### src/logic/vme_port_consts.svh
`ifndef VME_PORT_CONSTS_SVH
`define VME_PORT_CONSTS_SVH

// Register offsets within the block
`define OFS_DATA 4'h1
`define OFS_DONE 4'h3
`define OFS_ENABLE 4'h5
`define OFS_STATUS 4'h7
`define OFS_VECTOR 4'h9

// Enable register fields
`define EN_MASTER 7
`define EN_TX 6
`define EN_RX 5
`define EN_DONE 4

// AM bits compared; bit 2 is the privilege bit
`define AM_CMP_MASK 6'h3B

// Board initialisation time
`define INIT_TIME_MS 1500
`define CLK_PERIOD_NS 8
`define INIT_CYCLES (`INIT_TIME_MS * 1000000 / `CLK_PERIOD_NS)
`define INIT_W 28

`endif

### src/logic/vme_port_pkg.sv
package vme_port_pkg;

	// Bus pins seen by the slave
	typedef struct packed {
		logic as_n;
		logic ds0_n;
		logic ds1_n;
		logic write_n;
		logic lword_n;
		logic iack_n;
		logic iackin_n;
		logic sysreset_n;
		logic [5:0] am;
		logic [15:1] addr;
		logic [7:0] data;
	} vme_in_type;

	// Static board switches, bit value 1 = switch off
	typedef struct packed {
		logic [15:4] base;
		logic [5:0] am_sel;
		logic [2:0] level;
		logic [7:1] line_sel;
	} switch_type;

	// Events from the on-board processor
	typedef struct packed {
		logic resp_valid;
		logic [7:0] resp_byte;
		logic tx_room;
		logic done_set;
		logic [3:0] done_axes;
		logic overtravel;
		logic encoder_err;
		logic cmd_err;
	} board_event_type;

	typedef enum {CYC_IDLE, CYC_ACK, CYC_PASS} cycle_state_type;

endpackage

### src/logic/vme_short_io_host_port.sv
`timescale 1ns/1ps
`include "vme_port_consts.svh"

module vme_short_io_host_port
	import vme_port_pkg::*;
#(
	parameter logic [`INIT_W-1:0] INIT_CYCLES = `INIT_W'(`INIT_CYCLES)
)
(
	input wire logic clk,
	input wire logic rst_n,
	input wire vme_in_type vme_in,
	input wire switch_type sw_in,
	input wire board_event_type board_ev,
	output logic [7:0] data_out,
	output logic data_oe,
	output logic dtack_oe,
	output logic [7:1] irq_oe,
	output logic iackout_n,
	output logic [7:0] host_byte,
	output logic host_byte_valid,
	output logic board_init
);

	localparam int PIN_W = $bits(vme_in_type) + $bits(switch_type);

	////////////////////////////////////////////////////////////////
	// Pin synchronisers

	logic [PIN_W-1:0] pin_s1;
	logic [PIN_W-1:0] pin_s2;
	logic [PIN_W-1:0] pin_s3;
	logic [PIN_W-1:0] pin_f;
	wire [PIN_W-1:0] pin_raw;
	wire [PIN_W-1:0] pin_agree;
	wire [PIN_W-1:0] next_pin_f;
	vme_in_type bus;
	switch_type sw;

	assign pin_raw = {vme_in, sw_in};
	assign pin_agree = ~(pin_s2 ^ pin_s3);

	// A bit moves only once stages two and three agree
	assign next_pin_f = (pin_s3 & pin_agree) | (pin_f & ~pin_agree);

	// Three stage chain, all pins at once
	always_ff @(posedge clk)
	begin
		pin_s1 <= pin_raw;
		pin_s2 <= pin_s1;
		pin_s3 <= pin_s2;
	end

	// Filtered copy, idle bus after reset
	always_ff @(posedge clk)
	begin
		if (!rst_n)
		begin
			pin_f <= '1;
		end
		else
		begin
			pin_f <= next_pin_f;
		end
	end

	assign {bus, sw} = pin_f;

	////////////////////////////////////////////////////////////////
	// Address and cycle decode

	wire strobe_odd;
	wire am_ok;
	wire base_hit;
	wire [3:0] offset;
	wire data_cycle;
	wire hit_cycle;
	wire is_write;
	wire is_read;
	wire iack_cycle;
	wire level_hit;

	// Odd byte: DS0 only, no long word
	assign strobe_odd = ~bus.as_n & ~bus.ds0_n & bus.ds1_n
		& bus.lword_n;

	// Privilege bit ignored so both modes pass
	assign am_ok = ((bus.am ^ sw.am_sel) & `AM_CMP_MASK)
		== 6'h00;

	// Switch bit value 1 = off, compared to A15..A4
	assign base_hit = bus.addr[15:4] == sw.base;

	assign offset = {bus.addr[3:1], 1'b1};
	assign data_cycle = strobe_odd & bus.iack_n;
	assign hit_cycle = data_cycle & am_ok & base_hit;

	// Write line alone chooses direction
	assign is_write = hit_cycle & ~bus.write_n;
	assign is_read = hit_cycle & bus.write_n;

	// Acknowledge cycles carry the level on A3..A1
	assign iack_cycle = ~bus.as_n & ~bus.ds0_n & ~bus.iack_n;
	assign level_hit = bus.addr[3:1] == sw.level;

	////////////////////////////////////////////////////////////////
	// Bus cycle state machine

	cycle_state_type state;
	cycle_state_type next_state;
	logic take;
	logic take_iack;

	wire irq_req;

	// Pick the response for each new strobe
	always_comb
	begin
		next_state = state;
		take = 1'b0;
		take_iack = 1'b0;
		case (state)
			CYC_IDLE:
			begin
				if (iack_cycle && !bus.iackin_n)
				begin
					if (level_hit && irq_req)
					begin
						next_state = CYC_ACK;
						take_iack = 1'b1;
					end
					else
					begin
						next_state = CYC_PASS;
					end
				end
				else if (hit_cycle)
				begin
					next_state = CYC_ACK;
					take = 1'b1;
				end
			end
			CYC_ACK:
			begin
				if (bus.ds0_n || bus.as_n)
				begin
					next_state = CYC_IDLE;
				end
			end
			CYC_PASS:
			begin
				if (bus.as_n)
				begin
					next_state = CYC_IDLE;
				end
			end
			default:
			begin
				next_state = CYC_IDLE;
			end
		endcase
	end

	// State register
	always_ff @(posedge clk)
	begin
		if (!rst_n)
		begin
			state <= CYC_IDLE;
		end
		else
		begin
			state <= next_state;
		end
	end

	wire rd_take;
	wire wr_take;
	wire wr_data;
	wire wr_enable;
	wire wr_vector;
	wire rd_data;
	wire rd_done;
	wire rd_status;

	assign rd_take = take & is_read;
	assign wr_take = take & is_write;
	assign wr_data = wr_take & (offset == `OFS_DATA);
	assign wr_enable = wr_take & (offset == `OFS_ENABLE);
	assign wr_vector = wr_take & (offset == `OFS_VECTOR);
	assign rd_data = rd_take & (offset == `OFS_DATA);
	assign rd_done = rd_take & (offset == `OFS_DONE);
	assign rd_status = rd_take & (offset == `OFS_STATUS);

	////////////////////////////////////////////////////////////////
	// Registers

	logic [7:4] enables;
	logic [7:0] vector;
	logic [7:0] rx_byte;
	logic [3:0] done_flags;
	logic tx_empty_flag;
	logic rx_full_flag;
	logic done_error_flag;
	logic overtravel_flag;
	logic encoder_flag;
	logic cmd_flag;
	wire [7:0] status_byte;
	wire [7:0] enable_byte;

	// Enables write through at once
	always_ff @(posedge clk)
	begin
		if (!rst_n)
		begin
			enables <= 4'h0;
		end
		else if (wr_enable)
		begin
			enables <= bus.data[7:4];
		end
	end

	// Vector byte kept for acknowledge
	always_ff @(posedge clk)
	begin
		if (!rst_n)
		begin
			vector <= 8'h00;
		end
		else if (wr_vector)
		begin
			vector <= bus.data;
		end
	end

	// Response byte from the board
	always_ff @(posedge clk)
	begin
		if (!rst_n)
		begin
			rx_byte <= 8'h00;
		end
		else if (board_ev.resp_valid)
		begin
			rx_byte <= board_ev.resp_byte;
		end
	end

	// Command byte handed to the board
	always_ff @(posedge clk)
	begin
		if (!rst_n)
		begin
			host_byte <= 8'h00;
			host_byte_valid <= 1'b0;
		end
		else
		begin
			host_byte_valid <= wr_data;
			if (wr_data)
			begin
				host_byte <= bus.data;
			end
		end
	end

	// Sticky flags; a set in the clearing cycle wins
	always_ff @(posedge clk)
	begin
		if (!rst_n)
		begin
			tx_empty_flag <= 1'b0;
			rx_full_flag <= 1'b0;
			done_error_flag <= 1'b0;
			overtravel_flag <= 1'b0;
			encoder_flag <= 1'b0;
			cmd_flag <= 1'b0;
			done_flags <= 4'h0;
		end
		else
		begin
			tx_empty_flag <= board_ev.tx_room
				| (tx_empty_flag & ~wr_data);
			rx_full_flag <= board_ev.resp_valid
				| (rx_full_flag & ~rd_data);
			done_error_flag <= board_ev.done_set
				| board_ev.overtravel | board_ev.encoder_err
				| board_ev.cmd_err
				| (done_error_flag & ~rd_status);
			overtravel_flag <= board_ev.overtravel
				| (overtravel_flag & ~rd_status);
			encoder_flag <= board_ev.encoder_err
				| (encoder_flag & ~rd_status);
			cmd_flag <= board_ev.cmd_err
				| (cmd_flag & ~rd_status);
			done_flags <= (board_ev.done_set ? board_ev.done_axes
				: 4'h0) | (done_flags & {4{~rd_done}});
		end
	end

	////////////////////////////////////////////////////////////////
	// On-board reset timer

	logic [`INIT_W-1:0] init_count;
	logic sysreset_seen;

	// Reset pin only restarts the timer
	always_ff @(posedge clk)
	begin
		if (!rst_n)
		begin
			init_count <= INIT_CYCLES;
			sysreset_seen <= 1'b0;
		end
		else
		begin
			sysreset_seen <= ~bus.sysreset_n;
			if (~bus.sysreset_n && !sysreset_seen)
			begin
				init_count <= INIT_CYCLES;
			end
			else if (init_count != '0)
			begin
				init_count <= init_count - `INIT_W'(1);
			end
		end
	end

	assign board_init = init_count != '0;

	////////////////////////////////////////////////////////////////
	// Read data and interrupt request

	assign status_byte = {
		tx_empty_flag | rx_full_flag | done_error_flag,
		tx_empty_flag,
		rx_full_flag,
		done_error_flag,
		overtravel_flag,
		encoder_flag,
		board_init,
		cmd_flag
	};

	assign enable_byte = {enables, 4'h0};

	logic [7:0] read_byte;

	// Read mux, unused offsets give zero
	always_comb
	begin
		case (offset)
			`OFS_DATA: read_byte = rx_byte;
			`OFS_DONE: read_byte = {4'h0, done_flags};
			`OFS_ENABLE: read_byte = enable_byte;
			`OFS_STATUS: read_byte = status_byte;
			`OFS_VECTOR: read_byte = vector;
			default: read_byte = 8'h00;
		endcase
	end

	// Master enable gates each enabled source
	assign irq_req = enables[`EN_MASTER]
		& ((enables[`EN_TX] & tx_empty_flag)
		| (enables[`EN_RX] & rx_full_flag)
		| (enables[`EN_DONE] & done_error_flag));

	// Only the line picked by the line switches pulls low
	always_ff @(posedge clk)
	begin
		if (!rst_n)
		begin
			irq_oe <= 7'h00;
		end
		else
		begin
			irq_oe <= sw.line_sel & {7{irq_req}};
		end
	end

	////////////////////////////////////////////////////////////////
	// Bus drivers

	// Data and acknowledge held until strobe release
	always_ff @(posedge clk)
	begin
		if (!rst_n)
		begin
			data_out <= 8'h00;
			data_oe <= 1'b0;
			dtack_oe <= 1'b0;
		end
		else
		begin
			if (take_iack)
			begin
				data_out <= vector;
			end
			else if (rd_take)
			begin
				data_out <= read_byte;
			end
			data_oe <= (next_state == CYC_ACK)
				& (bus.write_n | take_iack | (state == CYC_ACK
				& data_oe));
			dtack_oe <= next_state == CYC_ACK;
		end
	end

	// Daisy chain passes acknowledges not for us
	always_ff @(posedge clk)
	begin
		if (!rst_n)
		begin
			iackout_n <= 1'b1;
		end
		else
		begin
			iackout_n <= next_state != CYC_PASS;
		end
	end

endmodule

### config.mk
export PLATFORM = sky130hd
export DESIGN_NAME = vme_short_io_host_port
export DESIGN_NICKNAME = d
export VERILOG_FILES = /design/src/logic/vme_port_pkg.sv /design/src/logic/vme_short_io_host_port.sv
export VERILOG_INCLUDE_DIRS = /design/src /design/src/logic
export SDC_FILE = /design/constraint.sdc
export NUM_CORES = 1
export LEC_CHECK = 0
export ABC_AREA = 1
export CORE_UTILIZATION = 34
export CTS_CLUSTER_SIZE = 10
export DETAILED_ROUTE_END_ITERATION = 8
export DONT_BUFFER_PORTS = 1
export MAX_ROUTING_LAYER = met4
export PLACE_DENSITY_LB_ADDON = 0.3
export SKIP_CTS_REPAIR_TIMING = 1
export SLEW_MARGIN = 40
export SYNTH_ARGS = -nofsm -noshare
export SYNTH_HDL_FRONTEND = slang
export SYNTH_SLANG_ARGS = --single-unit
### constraint.sdc
create_clock -name clk -period 5.25 [get_ports clk]
set_input_delay 0.2625 -clock clk [delete_from_list [all_inputs] [get_ports clk]]
set_output_delay 0.2625 -clock clk [all_outputs]
set_load 0.02 [all_outputs]
==> results.toml, run 1 <==
[power_and_ir_drop]
power_density_nw_per_um2 = 423
netSwitchingPower_mw = 1.29
p_int_mw = 4.66
irDropWorstVdd_v = 0.000290
clkPwrFrac = 0.451
pwr-share-seq = 0.508
p_leak_nw = 6.16
p_comb_frac = 0.041
p_sw_frac = 0.217
power.total_mw = 5.96

[hold_path]
hold_depth = 2
min_path_type = "input pin to flop"

[worst_setup_path]
start_kind = "flop"
cp-end-kind = "output pin"
reg2regPathDepth = 8
path_max_fanout = 5
worstPathRequired_ns = 4.99
critPathArrivalTime_ns = 2.15
critPathKind = "flop to output pin"

[clock_network]
cts_sinks = 370
htreeDepth = 2
numCtsBuffers = 44
cts_root_buf = "clkbuf_16"
cts.clk_slew.worst_paths_ns = 0.05
clk_path_buf_depth = 3
cts_tree = "yes"
clock_latency_ns = 0.55

[synthesis]
synth_area_per_cell_um2 = 9.06
synth_cell_types = 38
ys_seq_area_frac = 0.653
ys.flop_type = "dfxtp_1"
synth_warnings = 0
async_flop_share = 0
synth_edf_count = 0
synth_area_um2 = 11300
synth_top_area_frac = 0.653
synth_seq_cells = 370
yosysMostFrequentCell = "dfxtp_1"
syn_inst = 1252
synth_common_cells = "dfxtp_1 (370), nand2_1 (311), nor2_1 (162), inv_1 (90), a21oi_1 (88)"
synth.area.top_cells = "dfxtp_1 (65%), nand2_1 (10%), nor2_1 (5.4%), a21oi_1 (3.9%), o21ai_0 (3.6%)"
yosysTopAreaCell = "dfxtp_1"

[floorplanning]
core-area_um2 = 32700
chipHeight_um = 185
initial_core_util = 0.347
num_rows = 66
io_pins = 113
die_w_um = 185
dieArea_um2 = 34100

[finish]
drive_gt1_frac = 0.0527
layout.nets = 1481
design_area_um2 = 14100
areaGrowthSynthToFinish_pct = 24.3
final_util = 0.431
stdcell_count = 1846

[timing]
hold_slack_ns = 0.00521
skew_ns = 0.0402
finalWorstSetupSlack_ns = 2.84
fmax_ghz = 0.414
setup_viol = 0
fin_crit_ns = 2.41
max_slew_margin = 0.511
drv_slew = 0
hold_viol = 0
fin_tns_setup_ns = 0
rsz0062_at_grt = "false"
period_share = 0.460
worst_pin_slew_ns = 0.731

[flow_run]
cap_violations = 0

[drt]
ant_nets = 0
drtIter0Drc = 443
viasPerCell = 4.33
wire_per_inst_um = 12.4
vias = 7994
drcViolationCount = 0
dr.pass1.iters = 4
wl_um = 22800

[global_routing]
antenna_found_initial = 1
track_usage = 0.137
grt_max_degree = 53
grt_overflow = 0
grt_pass1_vias = 7350
grt_pass1_wl_um = 36100

[place]
dpl_worst_slack_ns = 2.85
placed_cells = 1703
dp_hpwl_um = 15100
dpl-instance-area_um2 = 11900
port_buffers = 0
gp_congestion = 0.895

[run_status]
status = "finished clean"
==> power by group through the flow <==
stage | Combinational, mW | Clock [mW] | Sequential, mW
6_report | 0.245 | 2.69 | 3.02
3_5_place_dp | 0.184 | 0 | 3.08
3_3_place_gp | 0.180 | 0 | 3.08
5_1_grt | 0.283 | 2.90 | 3.04
2_1_floorplan | 0.153 | 0 | 3.06
4_1_cts | 0.186 | 2.78 | 3.02
==> metal layers <==
| layer | vias up | wire length (um) | global-route usage |
|---|---|---|---|
| met5 | - | 0 | - |
| met4 | 0 | 556 | 0.0463 |
| met3 | 45 | 1340 | 0.0332 |
| met2 | 144 | 10000 | 0.211 |
| met1 | 3578 | 10900 | 0.177 |
| li1 | 4227 | - | - |
==> worst paths after layout <==
check / from / end / slack, ns
worst max-delay path: init_count[0]$_SDFFE_PP0P_ / board_init / 2.84
worst min-delay path: board_ev[17] / rx_byte[1]$_SDFFE_PN0P_ / 0.005
worst max register to register: init_count[0]$_SDFFE_PP0P_ / init_count[0]$_SDFFE_PP0P_ / 2.88
worst min register to register: pin_s1[62]$_DFF_P_ / pin_s2[62]$_DFF_P_ / 0.31
==> critical path, stage by stage, from the launching register on <==
cell and delay [ns]:
dfxtp_1 0.32, inv_1 0.16, ha_1 0.26, nand2_1 0.14, nor2_1 0.31, nand2_1 0.10, nor2_1 0.10, nand3_1 0.23
==> cell usage in the layout, fill, tap and decap left out, types with 2 or more instances in the layout <==
master         count
nand4_2            2
clkbuf_1           2
a21oi_1           88
a211oi_1           4
dlygate4sd3_1     87
inv_2              5
clkinv_1           2
clkinv_16          3
nor2_1           162
dfxtp_1          370
inv_1             90
clkbuf_16         44
o21ai_0           82
nand4_1           15
nand3_1           27
o2111ai_1          6
o21ai_1            4
or2_2              2
xnor2_1           17
nor2_2             4
nor3_1            14
nand2_1          311
xor2_1             8
nand4_4            2
conb_1            30
buf_4              2
clkbuf_8           3
==> layout make-up <==
cell class              instances  area, um2
diodes                          1       2.50
clock buffers                  49       1150
clock inverters                 5        129
fillers                      3255      18600
inverters                      97        364
multi-input cells             792       3580
flip-flops and latches        370       7410
well taps                     442        553
repair buffers                 90        906
==> cells by family (layout without fill, tap and decap cells) <==
family | count (synthesis) | count (layout) | share of synthesized area
buffers and inverters | 119 | 241 | 0.0405
and+or+nand+nor | 547 | 547 | 0.198
DFF | 370 | 370 | 0.653
xor gates and xnor gates | 25 | 25 | 0.0193
AOI/OAI and AO/OA | 188 | 188 | 0.0865
adders and majority gates | 2 | 2 | 0.00199
other | 1 | 31 | 0.000331
No activity file was read; power rests on OpenSTA's default activity.
==> run 2, diff against run 1 <==
Settings changed: ABC_AREA 1 to 0.
Clock period 5.25 ns to 2.5 ns, I/O delays scaled along.
==> run 2 against run 1 <==
Net effect: the run now ends with DRC left; cell area decreased by 4.0%; worst hold slack improved by 0.0044 ns; non-clock buffer count grew 21; clock skew fell by 0.016 ns; wire length decreased by 5.5%; critical endpoint is now data_out[6]$_SDFFE_PN0P_.
==> results.toml, run 2 <==
[timing]
drv_slew = 0
max_slew_margin = 0.634
worst_pin_slew_ns = 0.547
skew_ns = 0.0247
setup_viol = 0
finalWorstSetupSlack_ns = 0.135
fin_tns_setup_ns = 0
period_share = 0.946
hold_viol = 0
rsz0062_at_grt = "false"
fin_crit_ns = 2.37
fmax_ghz = 0.423

[synthesis]
ys.flop_type = "dfxtp_1"
synth_edf_count = 0
async_flop_share = 0
syn_inst = 959
yosysMostFrequentCell = "dfxtp_1"
ys_seq_area_frac = 0.691
synth_top_area_frac = 0.691
synth.area.top_cells = "dfxtp_1 (69%), nor2_1 (4.8%), a21oi_1 (3.8%), o21ai_0 (3.6%), mux2i_1 (3.6%)"
synth_seq_cells = 370
synth_warnings = 0
synth_cell_types = 52
synth_area_per_cell_um2 = 11.2
yosysTopAreaCell = "dfxtp_1"
synth_area_um2 = 10700
synth_common_cells = "dfxtp_1 (370), nor2_1 (137), a21oi_1 (81), o21ai_0 (77), mux2i_1 (38)"

[place]
dpl-instance-area_um2 = 11300
placed_cells = 1375
port_buffers = 0
gp_congestion = 0.796
dp_hpwl_um = 13700
dpl_worst_slack_ns = 0.151

[power_and_ir_drop]
pwr-share-seq = 0.514
p_leak_nw = 5.43
clkPwrFrac = 0.446
power_density_nw_per_um2 = 916
irDropWorstVdd_v = 0.000736
netSwitchingPower_mw = 2.69
p_comb_frac = 0.040
p_int_mw = 9.72
p_sw_frac = 0.217

[hold_path]
min_path_type = "input pin to flop"

[finish]
design_area_um2 = 13500
final.fill_count = 2876
final_cell_mix = "dfxtp_1 (370), nor2_1 (137), dlygate4sd3_1 (91)"
areaGrowthSynthToFinish_pct = 26.3
layout.nets = 1203
multiInputGateArea_um2 = 3250
seq_area_um2 = 7410
final_util = 0.439
final_common_cell = "dfxtp_1"
drive_gt1_frac = 0.0703
stdcell_count = 1521

[global_routing]
track_usage = 0.132
grt_max_degree = 83
antenna_found_initial = 1
grt_pass1_wl_um = 33400
grt_overflow = 0
grt_pass1_vias = 6448

[drt]
drcViolationCount = 5
drtIter0Drc = 389
wl_um = 21600
dr.pass1.iters = 7
vias = 7010
viasPerCell = 4.61
ant_nets = 0
wire_per_inst_um = 14.2

[floorplanning]
num_rows = 64
dieArea_um2 = 32200
core-area_um2 = 30800
io_pins = 113
chipHeight_um = 180
initial_core_util = 0.348
die_w_um = 180

[worst_setup_path]
start_kind = "flop"
slowest_stage = "or4b_4"
path_max_fanout = 8
worstPathRequired_ns = 2.99
critPathArrivalTime_ns = 2.85
cp-end-kind = "flop"
path_cells = "or4_4 > or4b_4 > or3_1 > o22ai_1 > a21o_1"
critPathKind = "flop to flop"
cpPeakStageDelay_ns = 0.59

[clock_network]
cts_tree = "yes"
cts_sinks = 370
clk_path_buf_depth = 3
cts_root_buf = "clkbuf_16"
cts.clk_slew.worst_paths_ns = 0.06
htreeDepth = 2
clock_latency_ns = 0.55
numCtsBuffers = 44

[run_status]
violations = "DRC"
status = "finished, violations left"

[flow_run]
cap_violations = 0
## run 2: cell types whose count changed in the layout (fill, tap and decap cells not counted), moves of 13 or more
cell,before,now
nor4_1,1,17
mux2i_1,0,38
nand2_1,311,27
nor2_1,162,137
nand3_1,27,14
inv_1,90,14
buf_4,2,19
## run 2: area by class of cell
class / instances / area share
sequential: 370 / 0.547
clock inverter: 5 / 0.00693
antenna: 1 / 0.000185
inverter: 15 / 0.00416
multi-input combinational: 575 / 0.240
clock buffer: 48 / 0.0847
tap: 396 / 0.0366
timing repair buffer: 111 / 0.0799
## run 2: kinds of logic after synthesis
logic type	after synthesis	share of synthesized area
buf+inv	43	0.0158
simple gates	268	0.119
fa+ha+maj	1	0.00117
mux	39	0.0366
xor+xnor	42	0.0343
other cells	1	0.000350
compound gates	195	0.101
flops	370	0.691
## run 2: through the flow
step | power (mW) | hold slack [ns]
floorplan | 6.74 | 0.153
detailed placement | 6.85 | 0.153
CTS | 12.4 | -0.428
finish | 12.4 | 0.00956
global route | 12.9 | 0.0303
global placement | 6.83 | 0.153
## run 2: power groups by stage
stage,logic [mW],registers (mW),clock network (mW)
detailed placement,0.351,6.50,0
global route,0.564,6.41,5.95
CTS,0.353,6.37,5.68
finish,0.500,6.37,5.53
global placement,0.342,6.49,0
floorplan,0.295,6.44,0
## run 2: path summary, 6_finish.rpt
| kind | end | from | slack [ns] | cells past startpoint |
|---|---|---|---|---|
| setup / recovery | data_out[6]$_SDFFE_PN0P_ | flop | 0.13 | 5 |
| hold / removal | data_out[0]$_SDFFE_PN0P_ | rst_n | 0.01 | 3 |
| hold reg to reg | pin_s2[1]$_DFF_P_ | pin_s1[1]$_DFF_P_ | 0.32 | 0 |
| setup reg to reg | data_out[6]$_SDFFE_PN0P_ | flop | 0.13 | 5 |
## run 2: metal layers
layer,share of wire,wire length (um),GRT usage,vias to the layer above
met5,0,0,-,-
met2,0.44,9610,0.203,155
met1,0.47,10200,0.168,3218
met3,0.061,1310,0.0355,44
li1,-,-,-,3593
met4,0.022,473,0.0445,0
## run 2: critical path, delay by kind of cell, from the launching register on
family             cells  cell delay [ns]
DFF                    1             0.30
and+or+nand+nor        3             1.67
AOI/OAI and AO/OA      2             0.32
